File: src/hw/serial_tx_regs.vh
`ifndef SERIAL_TX_REGS_VH
`define SERIAL_TX_REGS_VH

// Segment layout, control byte
`define SEG_W 64
`define CTL_SCR_BIT 7
`define CTL_ACK_HI 6
`define CTL_ACK_LO 5
`define CTL_SEQ_HI 4
`define CTL_SEQ_LO 3
`define CTL_CNT_HI 2
`define CTL_CNT_LO 0
// Clear-request byte (byte 1, full layout)
`define CLR_BYTE 1
`define CLR_RX_BIT 1
`define CLR_TX_BIT 0
// First data byte position per layout
`define DATA_FIRST_FULL 2
`define DATA_FIRST_RED 1
`define DATA_MAX_FULL 3'h6
`define DATA_MAX_RED 3'h7
`define STAGE_W 56
`define SEQ_RESET 2'h3

// Transmit buffer
`define BUF_DEPTH 64
`define BUF_AW 6
`define BUF_CW 7
`define BUF_FULL 7'h40

// Register map (byte addresses)
`define REG_CTRL 12'h000
`define REG_STATUS 12'h004
`define REG_IRQ_STATUS 12'h008
`define REG_IRQ_CLEAR 12'h00C
`define REG_IRQ_ENABLE 12'h010
`define CTRL_LAYOUT_BIT 0
`define CTRL_RESET 1'h1
// Status register fields
`define ST_FILL_LO 0
`define ST_FLAG_BIT 8
`define ST_SEQ_LO 9
`define ST_ACK_LO 11
`define ST_BUSY_BIT 13

// Interrupt events
`define IRQ_W 5
`define EV_SEQ_ERR 0
`define EV_OVERFLOW 1
`define EV_ACCEPT 2
`define EV_TX_CLR 3
`define EV_RX_CLR 4

`endif

File: src/hw/tx_byte_ram.v
`timescale 1ns/1ps
module tx_byte_ram (
    // Clock
    input wire ref_clk,
    input wire clk_en,
    // Write port
    input wire wr_en,
    input wire [5:0] wr_addr,
    input wire [7:0] wr_data,
    // Read port, data registered
    input wire rd_en,
    input wire [5:0] rd_addr,
    output reg [7:0] rd_data_q
);
`include "serial_tx_regs.vh"

    reg [7:0] mem [0:`BUF_DEPTH-1];

    // No reset on storage; pointers decide what is valid
    always @(posedge ref_clk) begin
        if (clk_en) begin
            if (wr_en) begin
                mem[wr_addr] <= wr_data;
            end
            if (rd_en) begin
                rd_data_q <= mem[rd_addr];
            end
        end
    end

endmodule

File: src/hw/irq_status_bank.v
`timescale 1ns/1ps
module irq_status_bank #(
    parameter WIDTH = 5
) (
    // Clock and reset
    input wire ref_clk,
    input wire rst,
    input wire clk_en,
    // Events and software access
    input wire [WIDTH-1:0] set_evt,
    input wire clr_wr,
    input wire [WIDTH-1:0] clr_data,
    input wire en_wr,
    input wire [WIDTH-1:0] en_data,
    // State
    output reg [WIDTH-1:0] status_q,
    output reg [WIDTH-1:0] enable_q,
    output reg irq_q
);

    genvar i;
    // Sticky bits; an event in the clear cycle still sets
    generate
        for (i = 0; i < WIDTH; i = i + 1) begin : g_bit
            always @(posedge ref_clk) begin
                if (rst) begin
                    status_q[i] <= 1'b0;
                    enable_q[i] <= 1'b0;
                end else if (clk_en) begin
                    if (set_evt[i]) begin
                        status_q[i] <= 1'b1;
                    end else if (clr_wr && clr_data[i]) begin
                        status_q[i] <= 1'b0;
                    end
                    if (en_wr) begin
                        enable_q[i] <= en_data[i];
                    end
                end
            end
        end
    endgenerate

    // Level output, one cycle behind the status bits
    always @(posedge ref_clk) begin
        if (rst) begin
            irq_q <= 1'b0;
        end else if (clk_en) begin
            irq_q <= |(status_q & enable_q);
        end
    end

endmodule

File: src/hw/serial_tx_segment_handshake.v
// Notes on behaviour
// Falling edge of status clear request clears the reported status flag.
// With status clear request low, count, sequence and ack changes are ignored.
// Status clear request high or rising blocks both buffer clear requests.
// Controller echoes the input segment sequence into the ack field.
// Controller advances the output sequence 0,1,2,3,0 per new segment.
// Out-of-order output sequence means lost segments; flag an error.
// Valid byte count 0..7 says how many data bytes are taken. The full layout clamps a count of 7 to 6 data bytes.
// Receive clear with status clear request low empties the receive buffer.
// Transmit clear with status clear request low empties the transmit buffer.
// User data is collected in a 64-byte transmit buffer.
// Segments are 8 bytes: control byte, optional clear byte, data bytes.
// Full layout: byte 0 control, byte 1 clear bits, bytes 2..7 data.
// A segment is new only when its sequence differs; accepted once.
// Valid bytes are appended in ascending order from first data byte.
`timescale 1ns/1ps
module serial_tx_segment_handshake (
    // Clock, reset, enable
    input wire ref_clk,
    input wire rst,
    input wire clk_en,
    // APB slave
    input wire psel,
    input wire penable,
    input wire pwrite,
    input wire [11:0] paddr,
    input wire [31:0] pwdata,
    output reg [31:0] prdata_q,
    output reg pready_q,
    output reg pslverr_q,
    // Output segment from the gateway
    input wire seg_valid,
    input wire [63:0] seg_data,
    // Serial transmit byte stream
    output reg [7:0] tx_byte_q,
    output reg tx_valid_q,
    input wire tx_ready,
    // Towards the receive side and input image
    output reg rx_buffer_clear_q,
    output reg status_flag_q,
    output reg [1:0] input_segment_ack_count_q,
    // Interrupt
    output wire irq
);
`include "serial_tx_regs.vh"

    localparam [1:0] ST_IDLE = 2'b01;
    localparam [1:0] ST_APPEND = 2'b10;

    // Byte n of a segment image
    function [7:0] seg_byte;
        input [63:0] seg;
        input [2:0] idx;
        begin
            seg_byte = seg[idx*8 +: 8];
        end
    endfunction

    // Cyclic successor of a sequence value
    function [1:0] seq_next;
        input [1:0] s;
        begin
            seq_next = s + 2'h1;
        end
    endfunction

    // Register bus signals
    wire apb_setup = psel && penable && !pready_q;
    wire apb_done = psel && penable && pready_q;
    wire apb_wr = apb_done && pwrite;
    reg full_control_layout_select_q;

    // Control byte and clear byte fields
    wire [7:0] ctl = seg_byte(seg_data, 3'h0);
    wire [7:0] clr = seg_byte(seg_data, 3'd`CLR_BYTE);
    wire status_clear_request = ctl[`CTL_SCR_BIT];
    wire [1:0] ack_field = ctl[`CTL_ACK_HI:`CTL_ACK_LO];
    wire [1:0] output_segment_seq = ctl[`CTL_SEQ_HI:`CTL_SEQ_LO];
    wire [2:0] valid_byte_count = ctl[`CTL_CNT_HI:`CTL_CNT_LO];
    wire receive_buffer_clear = clr[`CLR_RX_BIT];
    wire transmit_buffer_clear = clr[`CLR_TX_BIT];

    reg scr_prev_q;
    reg [1:0] state_q;
    reg [1:0] last_seq_q;
    reg [55:0] stage_q;
    reg [2:0] remain_q;
    reg [6:0] wr_ptr_q;
    reg [6:0] rd_ptr_q;
    reg fetch_q;

    wire [6:0] fill = wr_ptr_q - rd_ptr_q;
    wire buf_full = (fill == `BUF_FULL);
    wire buf_empty = (fill == 7'h00);

    // Edges of the status clear request, seen on sampled images
    wire scr_fall = seg_valid && scr_prev_q && !status_clear_request;
    // Clear bits only exist in the full layout; a high or rising request blocks them
    wire clr_allowed = seg_valid && full_control_layout_select_q
                       && !status_clear_request;
    wire tx_clear = clr_allowed && transmit_buffer_clear;
    wire rx_clear = clr_allowed && receive_buffer_clear;

    // New segment: only while request high, idle, and sequence changed
    wire seg_new = seg_valid && status_clear_request && (state_q == ST_IDLE)
                   && (output_segment_seq != last_seq_q);
    wire seq_err = seg_new && (output_segment_seq != seq_next(last_seq_q));

    // Clamp the count to the data bytes the layout really carries
    wire [2:0] data_max = full_control_layout_select_q ? `DATA_MAX_FULL : `DATA_MAX_RED;
    wire [2:0] take_cnt = (valid_byte_count > data_max) ? data_max
                          : valid_byte_count;
    wire [55:0] data_bytes = full_control_layout_select_q
                             ? {8'h00, seg_data[63:`DATA_FIRST_FULL*8]}
                             : seg_data[63:`DATA_FIRST_RED*8];

    // Append path
    wire appending = (state_q == ST_APPEND) && !tx_clear;
    wire buf_wr = appending && !buf_full;
    wire overflow = appending && buf_full;

    // Drain path: fetch one byte when the output stage is free
    wire rd_issue = !tx_clear && !tx_valid_q && !fetch_q && !buf_empty;

    // Status clear request history
    always @(posedge ref_clk) begin
        if (rst) begin
            scr_prev_q <= 1'b0;
        end else if (clk_en && seg_valid) begin
            scr_prev_q <= status_clear_request;
        end
    end

    // Segment acceptance and byte append sequencer
    always @(posedge ref_clk) begin
        if (rst) begin
            state_q <= ST_IDLE;
            last_seq_q <= `SEQ_RESET;
            stage_q <= 56'h00000000000000;
            remain_q <= 3'h0;
            input_segment_ack_count_q <= 2'h0;
        end else if (clk_en) begin
            case (state_q)
                ST_IDLE: begin
                    if (seg_new) begin
                        last_seq_q <= output_segment_seq;
                        input_segment_ack_count_q <= ack_field;
                        stage_q <= data_bytes;
                        remain_q <= take_cnt;
                        if (take_cnt != 3'h0) begin
                            state_q <= ST_APPEND;
                        end
                    end
                end
                ST_APPEND: begin
                    // Flushing aborts the bytes still waiting
                    if (tx_clear || remain_q == 3'h1) begin
                        state_q <= ST_IDLE;
                    end
                    stage_q <= {8'h00, stage_q[55:8]};
                    remain_q <= remain_q - 3'h1;
                end
                default: begin
                    state_q <= ST_IDLE;
                end
            endcase
        end
    end

    // Buffer pointers; one extra pointer bit tells full from empty
    always @(posedge ref_clk) begin
        if (rst) begin
            wr_ptr_q <= 7'h00;
            rd_ptr_q <= 7'h00;
        end else if (clk_en) begin
            if (tx_clear) begin
                wr_ptr_q <= 7'h00;
                rd_ptr_q <= 7'h00;
            end else begin
                if (buf_wr) begin
                    wr_ptr_q <= wr_ptr_q + 7'h01;
                end
                if (rd_issue) begin
                    rd_ptr_q <= rd_ptr_q + 7'h01;
                end
            end
        end
    end

    wire [7:0] ram_rd_data;

    tx_byte_ram u_ram (
        .ref_clk(ref_clk),
        .clk_en(clk_en),
        .wr_en(buf_wr),
        .wr_addr(wr_ptr_q[5:0]),
        .wr_data(stage_q[7:0]),
        .rd_en(rd_issue),
        .rd_addr(rd_ptr_q[5:0]),
        .rd_data_q(ram_rd_data)
    );

    // Output stage; RAM latency is one cycle so a fetch flag bridges it
    always @(posedge ref_clk) begin
        if (rst) begin
            fetch_q <= 1'b0;
            tx_valid_q <= 1'b0;
            tx_byte_q <= 8'h00;
        end else if (clk_en) begin
            if (tx_clear) begin
                fetch_q <= 1'b0;
                tx_valid_q <= 1'b0;
            end else begin
                fetch_q <= rd_issue;
                if (fetch_q) begin
                    tx_byte_q <= ram_rd_data;
                    tx_valid_q <= 1'b1;
                end else if (tx_valid_q && tx_ready) begin
                    tx_valid_q <= 1'b0;
                end
            end
        end
    end

    // Reported status flag: errors set it, falling request edge clears it
    always @(posedge ref_clk) begin
        if (rst) begin
            status_flag_q <= 1'b0;
            rx_buffer_clear_q <= 1'b0;
        end else if (clk_en) begin
            if (seq_err || overflow) begin
                status_flag_q <= 1'b1;
            end else if (scr_fall) begin
                status_flag_q <= 1'b0;
            end
            rx_buffer_clear_q <= rx_clear;
        end
    end

    // Interrupt events
    wire [4:0] events;
    assign events[`EV_SEQ_ERR] = seq_err;
    assign events[`EV_OVERFLOW] = overflow;
    assign events[`EV_ACCEPT] = seg_new;
    assign events[`EV_TX_CLR] = tx_clear;
    assign events[`EV_RX_CLR] = rx_clear;

    wire [4:0] irq_status;
    wire [4:0] irq_enable;
    wire wr_clear = apb_wr && (paddr == `REG_IRQ_CLEAR);
    wire wr_enable = apb_wr && (paddr == `REG_IRQ_ENABLE);

    irq_status_bank #(
        .WIDTH(`IRQ_W)
    ) u_irq (
        .ref_clk(ref_clk),
        .rst(rst),
        .clk_en(clk_en),
        .set_evt(events),
        .clr_wr(wr_clear),
        .clr_data(pwdata[4:0]),
        .en_wr(wr_enable),
        .en_data(pwdata[4:0]),
        .status_q(irq_status),
        .enable_q(irq_enable),
        .irq_q(irq)
    );

    // Read mux; unmapped addresses read zero and flag an error
    reg [31:0] rd_mux;
    reg addr_ok;
    always @* begin
        rd_mux = 32'h00000000;
        addr_ok = 1'b1;
        case (paddr)
            `REG_CTRL: begin
                rd_mux[`CTRL_LAYOUT_BIT] = full_control_layout_select_q;
            end
            `REG_STATUS: begin
                rd_mux[`ST_FILL_LO +: 7] = fill;
                rd_mux[`ST_FLAG_BIT] = status_flag_q;
                rd_mux[`ST_SEQ_LO +: 2] = last_seq_q;
                rd_mux[`ST_ACK_LO +: 2] = input_segment_ack_count_q;
                rd_mux[`ST_BUSY_BIT] = (state_q == ST_APPEND);
            end
            `REG_IRQ_STATUS: begin
                rd_mux[4:0] = irq_status;
            end
            `REG_IRQ_CLEAR: begin
                rd_mux = 32'h00000000;
            end
            `REG_IRQ_ENABLE: begin
                rd_mux[4:0] = irq_enable;
            end
            default: begin
                addr_ok = 1'b0;
            end
        endcase
    end

    // APB slave: one wait state, data and error captured on the same edge that raises ready
    always @(posedge ref_clk) begin
        if (rst) begin
            pready_q <= 1'b0;
            pslverr_q <= 1'b0;
            prdata_q <= 32'h00000000;
            full_control_layout_select_q <= `CTRL_RESET;
        end else if (clk_en) begin
            pready_q <= apb_setup;
            if (apb_setup) begin
                pslverr_q <= !addr_ok;
                prdata_q <= pwrite ? 32'h00000000 : rd_mux;
            end else begin
                pslverr_q <= 1'b0;
            end
            if (apb_wr && paddr == `REG_CTRL) begin
                full_control_layout_select_q <= pwdata[`CTRL_LAYOUT_BIT];
            end
        end
    end

endmodule

File: config.mk
export PLATFORM = sky130hd
export DESIGN_NAME = serial_tx_segment_handshake
export DESIGN_NICKNAME = d
export VERILOG_FILES = /design/src/hw/tx_byte_ram.v /design/src/hw/irq_status_bank.v /design/src/hw/serial_tx_segment_handshake.v
export VERILOG_INCLUDE_DIRS = /design/src /design/src/hw
export SDC_FILE = /design/constraint.sdc
export NUM_CORES = 1
export LEC_CHECK = 0
export BUFFER_PORTS_ARGS = -buffer_cell sky130_fd_sc_hd__clkbuf_2
export CORE_UTILIZATION = 60
export CTS_CLUSTER_DIAMETER = 50
export DETAILED_ROUTE_END_ITERATION = 6
export PLACE_DENSITY = 0.79
export SLEW_MARGIN = 20
export SYNTH_ARGS = -nofsm -noshare
export SYNTH_HDL_FRONTEND = slang
export SYNTH_SLANG_ARGS = --single-unit
File: constraint.sdc
create_clock -name ref_clk -period 5.8 [get_ports ref_clk]
set_clock_uncertainty 0.2 [all_clocks]
set_input_delay 0.29 -clock ref_clk [delete_from_list [all_inputs] [get_ports ref_clk]]
set_output_delay 0.29 -clock ref_clk [all_outputs]
set_load 0.02 [all_outputs]
# ---- Word-level counts from Yosys, hierarchy flattened
# Memories as Yosys holds them, arrays and structs flattened. A register that Yosys moved wholly into a read port is not among the register bits.
# Index checks and enable logic that the tools add are counted.
dict set report op_classes {
  bitwise 2
  mux 41
  reduce_logical 72
  order_cmp 1
  n_addsub 5
  n_eq_ne 13
}
# cell count
set ops {}
lappend ops {{$mux 56} 2}
lappend ops {{$pmux 56 s2} 1}
lappend ops {{$logic_and 1x1->1} 30}
lappend ops {{$mux 7} 4}
lappend ops {{$reduce_and 2->1} 13}
lappend ops {{$eq 12x4->1 const B} 2}
lappend ops {{$mux 1} 22}
lappend ops {{$reduce_bool 2->1} 9}
lappend ops {{$add 7x1->7 const B} 2}
lappend ops {{$mux 14} 1}
lappend ops {{$eq 12x3->1 const B} 1}
lappend ops {{$eq 12x5->1 const B} 1}
lappend ops {{$logic_not 12->1} 1}
lappend ops {{$pmux 4 s3} 1}
lappend ops {{$reduce_or 5->1} 2}
lappend ops {{$reduce_and 3->1} 3}
lappend ops {{$logic_not 1->1} 8}
lappend ops {{$mux 2} 4}
lappend ops {{$eq 7x7->1 const B} 1}
lappend ops {{$logic_not 7->1} 1}
lappend ops {{$sub 7x7->7} 1}
lappend ops {{$mux 3} 2}
lappend ops {{$mux 6} 1}
lappend ops {{$pmux 3 s2} 1}
lappend ops {{other kinds (16)} 20}
dict set report totals {
  n_memories 1
  inputBits 116
  ramBits 512
  reg_bits 138
}
# name words word_bits rd rd_clocked_by_memory_dff wr line_no
set mem_list {}
lappend mem_list {u_ram.mem 64 8 1 1 1 tx_byte_ram.v:17} ;# reg [7:0] mem [0:`BUF_DEPTH-1];

# ---- Depth between registers and ports, before layout
dict set report logic_depth {
  depth_word 9
  mapped_depth 13
  ltp_nobuf 12
}

# ---- Hierarchy
# Synthesis repeated with hierarchy kept, for this count alone.
dict set report hier_totals {
  hier_cells 1719
  area_unflattened_um2 26568.0
}
# mod n_inst cells_each area_per_inst_um2
set modules_own_cells {}
lappend modules_own_cells {tx_byte_ram 1 938 20282.0}
lappend modules_own_cells {serial_tx_segment_handshake 1 732 5851.9}
lappend modules_own_cells {irq_status_bank 1 49 434.2}

# ---- Worst setup path before layout
# OpenSTA, ideal clock, no wires.
dict set report synth_timing {
  path_kind {register to register}
  from {reg rd_ptr_q[3]}
  to {mem u_ram.mem[24][0], enable pin}
  t_arrival_ns 3.706
  period_less_slack_ns 4.301
  stages_incl_launch_ff 13
  t_required_ns 5.205
  setup_slack_ns 1.499
  path_buffers 4
  cell_sequence {dfxtp_1 inv_2 buf_1 clkbuf_1 ha_1 o21ai_0 a2111o_1 o311ai_1 or4_4 o21ai_4 buf_6 buf_2 nor4_1}
}
dict set report synth_between {
  elab_chain_len 7
}
# item line_no
set synth_rtl {}
lappend synth_rtl {{start, declared} serial_tx_segment_handshake.v:89} ;# reg [6:0] rd_ptr_q;
lappend synth_rtl {{start signal, assigned} serial_tx_segment_handshake.v:184} ;# rd_ptr_q <= rd_ptr_q + 7'h01;
lappend synth_rtl {{$sub 7x7->7} serial_tx_segment_handshake.v:92} ;# wire [6:0] fill = wr_ptr_q - rd_ptr_q;
lappend synth_rtl {{$eq 7x7->1 (no source line)} -}
lappend synth_rtl {{$logic_not 1->1} serial_tx_segment_handshake.v:119} ;# wire buf_wr = appending && !buf_full;
lappend synth_rtl {{$logic_and 1x1->1} serial_tx_segment_handshake.v:119}
lappend synth_rtl {{$mux 1} tx_byte_ram.v:22} ;# if (wr_en) begin
lappend synth_rtl {{$mux 1} tx_byte_ram.v:21} ;# if (clk_en) begin
lappend synth_rtl {{$mux 1 (implied by the code)} tx_byte_ram.v:23} ;# mem[wr_addr] <= wr_data;
lappend synth_rtl {{end, declared} tx_byte_ram.v:17}
# Every way passes these cells.

# ---- Worst setup path in the final report
dict set report layout_timing {
  from {reg rd_ptr_q[5]}
  to {mem u_ram.mem[38][4], enable pin}
}
# The elaborated chain is that of the path after synthesis.

==> key figures <==
Worst setup path
  • Arr. time, crit path: 4.81 ns
  • CP max stage cell: or3_1
  • Startpoint Class: flop
  • CP required: 5.90 ns
  • Largest stage delay, worst path: about 0.63 ns
  • Critical path type: flop to flop
  • Critical Path, Cell by Cell: inv_1, ha_1, nor3b_1, a311oi_1, o311ai_1, or4_4, o21ai_4, or3_1, nor2_1
  • Critical path fanouts, max: 22
  • Type of destination of the critical path: flop

Place
  • PortBufs: around 120
  • Final Wtd Congestion: just under 0.9
  • Hpwl dp: about 36000 µm
  • Area after DPL: 27600 µm²

Run
  • Max_cap viols: 0

Clock tree
  • Clk buf depth: 3
  • Clock slew at reported path FFs: about 0.06 ns
  • Post-CTS setup buffer count: 0
  • CTS tree: yes
  • Total CTS buffers: 60
  • Clock root cell: clkbuf_16
  • Resized cells post-CTS: 0
  • H-Tree Depth: 2
  • Hold_buf cts: about 100
  • Total clock sinks: between 600 and 700
  • Clk_lat worst skew: ~0.64 ns

Floorplanning
  • Starting density of the core: between 60 and 70%
  • Ports: 164
  • Die height: roughly 210 µm
  • Core area: 43200 µm²
  • # rows: between 70 and 80
  • Total die area: around 45000 µm²
  • Chip width: between 200 and 250 µm

STA
  • Worst slew pin tran: 1.09 ns
  • Max_slew headroom: between 20% and 30%
  • RSZ-0062 raised after global routing: false
  • Post-layout minimum cycle time: around 4.7 ns
  • Final Max Tran Viols: 0
  • F_max: about 210 MHz
  • Final setup fails: 0
  • Final Cycle Share: 81.2%
  • Setup_tns: 0 ns
  • Final hold vios: 0

Global routing
  • Initial antenna violation count: 0
  • GRT Total Usage: slightly below 30%
  • Vias in the first global route: around 16000
  • Largest net degree at the start of global routing: 109
  • Grt total ovfl: 0
  • First-pass GRT wire length: between 90000 and 100000 µm

Routing
  • DR iter-0 viols: 2031
  • Number of detailed-routing iterations run before antenna repair: 7
  • DR WL/cell: around 25 µm
  • Vias: 16100
  • Via density: between 6 and 7
  • DRC Markers: 0
  • Final ANT Viol Nets: 0
  • Final wirelength: roughly 64000 µm

Cells and area
  • Antenna cells: 0
  • Final core utilization: about 71%
  • Layout net count: ~2000
  • # fillers: roughly 2500
  • Area of the multi-input gates: roughly 7700 µm²
  • Final Cell Area: between 30000 and 40000 µm²
  • Reg area: roughly 18000 µm²
  • Layout area overhead: 16.3%
  • Share of cells above drive strength 1: between 20% and 30%

Logic synthesis
  • Synth warnings: 0
  • Synth Instances: about 1600
  • Async set-reset flop share out of synthesis: 0%
  • Seq/Total Area, Yosys: approximately two thirds
  • Primary FF master, synth: edfxtp_1
  • Yosys reg bits: around 640
  • Synthesized cell area: roughly 26000 µm²
  • Number of synthesized flops with an enable pin: 520
  • Avg Cell Area, Syn: 16.1 µm²
  • Synth cell types: 60

Pwr
  • Tot Pwr: ~10000 µW
  • VDD IR max: 0.257 mV
  • Leakage: 0.0114 µW
  • Pwr/cell area: 340 nW/µm²

Status
  • Status: finished, final reports clean

Hold path
  • Hold crit path type: input pin to flop
[synthesized netlist by cell type (11+ instances only)]
cell type,instances,area [µm²]
nand2_1,78,293
ha_1,11,138
buf_4,21,158
mux4_2,161,3630
mux2i_1,62,621
dfxtp_1,119,2380
nor2_1,166,623
buf_2,21,105
edfxtp_1,520,15600
clkbuf_1,69,259
nor4_1,42,263
a31oi_1,11,68.8
a21oi_1,92,460
o21ai_0,13,65.1
nand3_1,42,210
and3_1,11,68.8
a211oi_1,51,383
inv_1,23,86.3
buf_1,15,56.3
[path summary, 6_finish.rpt]
path | from | to | slack [ns] | depth (start not counted)
min | seg_data[24] | stage_q[8] | 0.03 | 5
max reg2reg | rd_ptr_q[5] | u_ram.mem[38][4] | 1.09 | 9
max | rd_ptr_q[5] | u_ram.mem[38][4] | 1.09 | 9
min reg2reg | stage_q[49] | stage_q[49] | 0.25 | 2
[final cells by class]
| type | count | area share (%) |
|---|---|---|
| clock buffers | 77 | 5.25 |
| inverters | 25 | 0.307 |
| well taps | 585 | 2.40 |
| repair buffers | 281 | 6.79 |
| flip-flops and latches | 639 | 59.0 |
| multi-input cells | 856 | 25.1 |
| clock inverters | 34 | 1.15 |
[flip-flops by register name, summed over array words and instances (netlist names), 2 cells and up]
register	flops
u_ram.rd_data_q	8
remain_q	3
stage_q	56
u_ram.mem	512
input_segment_ack_count_q	2
u_irq.status_q	5
tx_byte_q	8
rd_ptr_q	7
state_q	2
wr_ptr_q	7
prdata_q	13
last_seq_q	2
u_irq.enable_q	5
[cells by family after synthesis]
logic type      after synthesis  synth area share (%)
fa+ha+maj                    12                 0.600
flops                       639                  68.5
other cells                   1                0.0143
compound gates              206                  5.03
mux                         223                  16.2
xor+xnor                      7                 0.233
buf+inv                     154                  2.69
simple gates                389                  6.77
[cells in the final DEF, fill, tap and decap left out, types with 51 or more instances in the layout]
cell type / instances
nor2_1: 166
a21oi_1: 92
nand2_1: 78
mux4_2: 161
buf_4: 63
mux2i_1: 62
clkbuf_2: 116
edfxtp_1: 520
a211oi_1: 51
dlygate4sd3_1: 102
dfxtp_1: 107
clkbuf_16: 60
[stage by stage]
stage	worst slack, ns	instances	hold slack, ns
after CTS	1.26	2497	0.000341
after global routing	0.942	2497	0.0371
after floorplan	1.50	1649	0.218
after detailed placement	1.40	2284	0.245
final	1.09	2497	0.0303
after global placement	1.41	2284	0.239
[where the power goes]
group          internal [µW]  switching [µW]  leakage [µW]
clock network           2220            1690      0.000949
registers               5000            57.4       0.00653
logic                    677             755       0.00393
total                   7900            2510        0.0114
[layer usage]
metal | up-vias | global-route usage (%) | part of all wire, %
met1 | 8053 | 37.8 | 37
met4 | 0 | 12.2 | 4.5
met5 | - | 0 | 0
li1 | 6846 | - | -
met2 | 1031 | 47.2 | 48
met3 | 191 | 6.21 | 9.7
[critical path, delay by kind of cell, from the launching register on]
family / cells / cell delay [ns]
AND/OR/NAND/NOR: 4 / 1.81
AO/OA/AOI/OAI: 3 / 1.11
flip-flops: 1 / 0.53
adder cells (fa/ha/maj): 1 / 0.45
buffers and inverters: 1 / 0.26
Note: power is estimated with default switching activity, not from simulation.
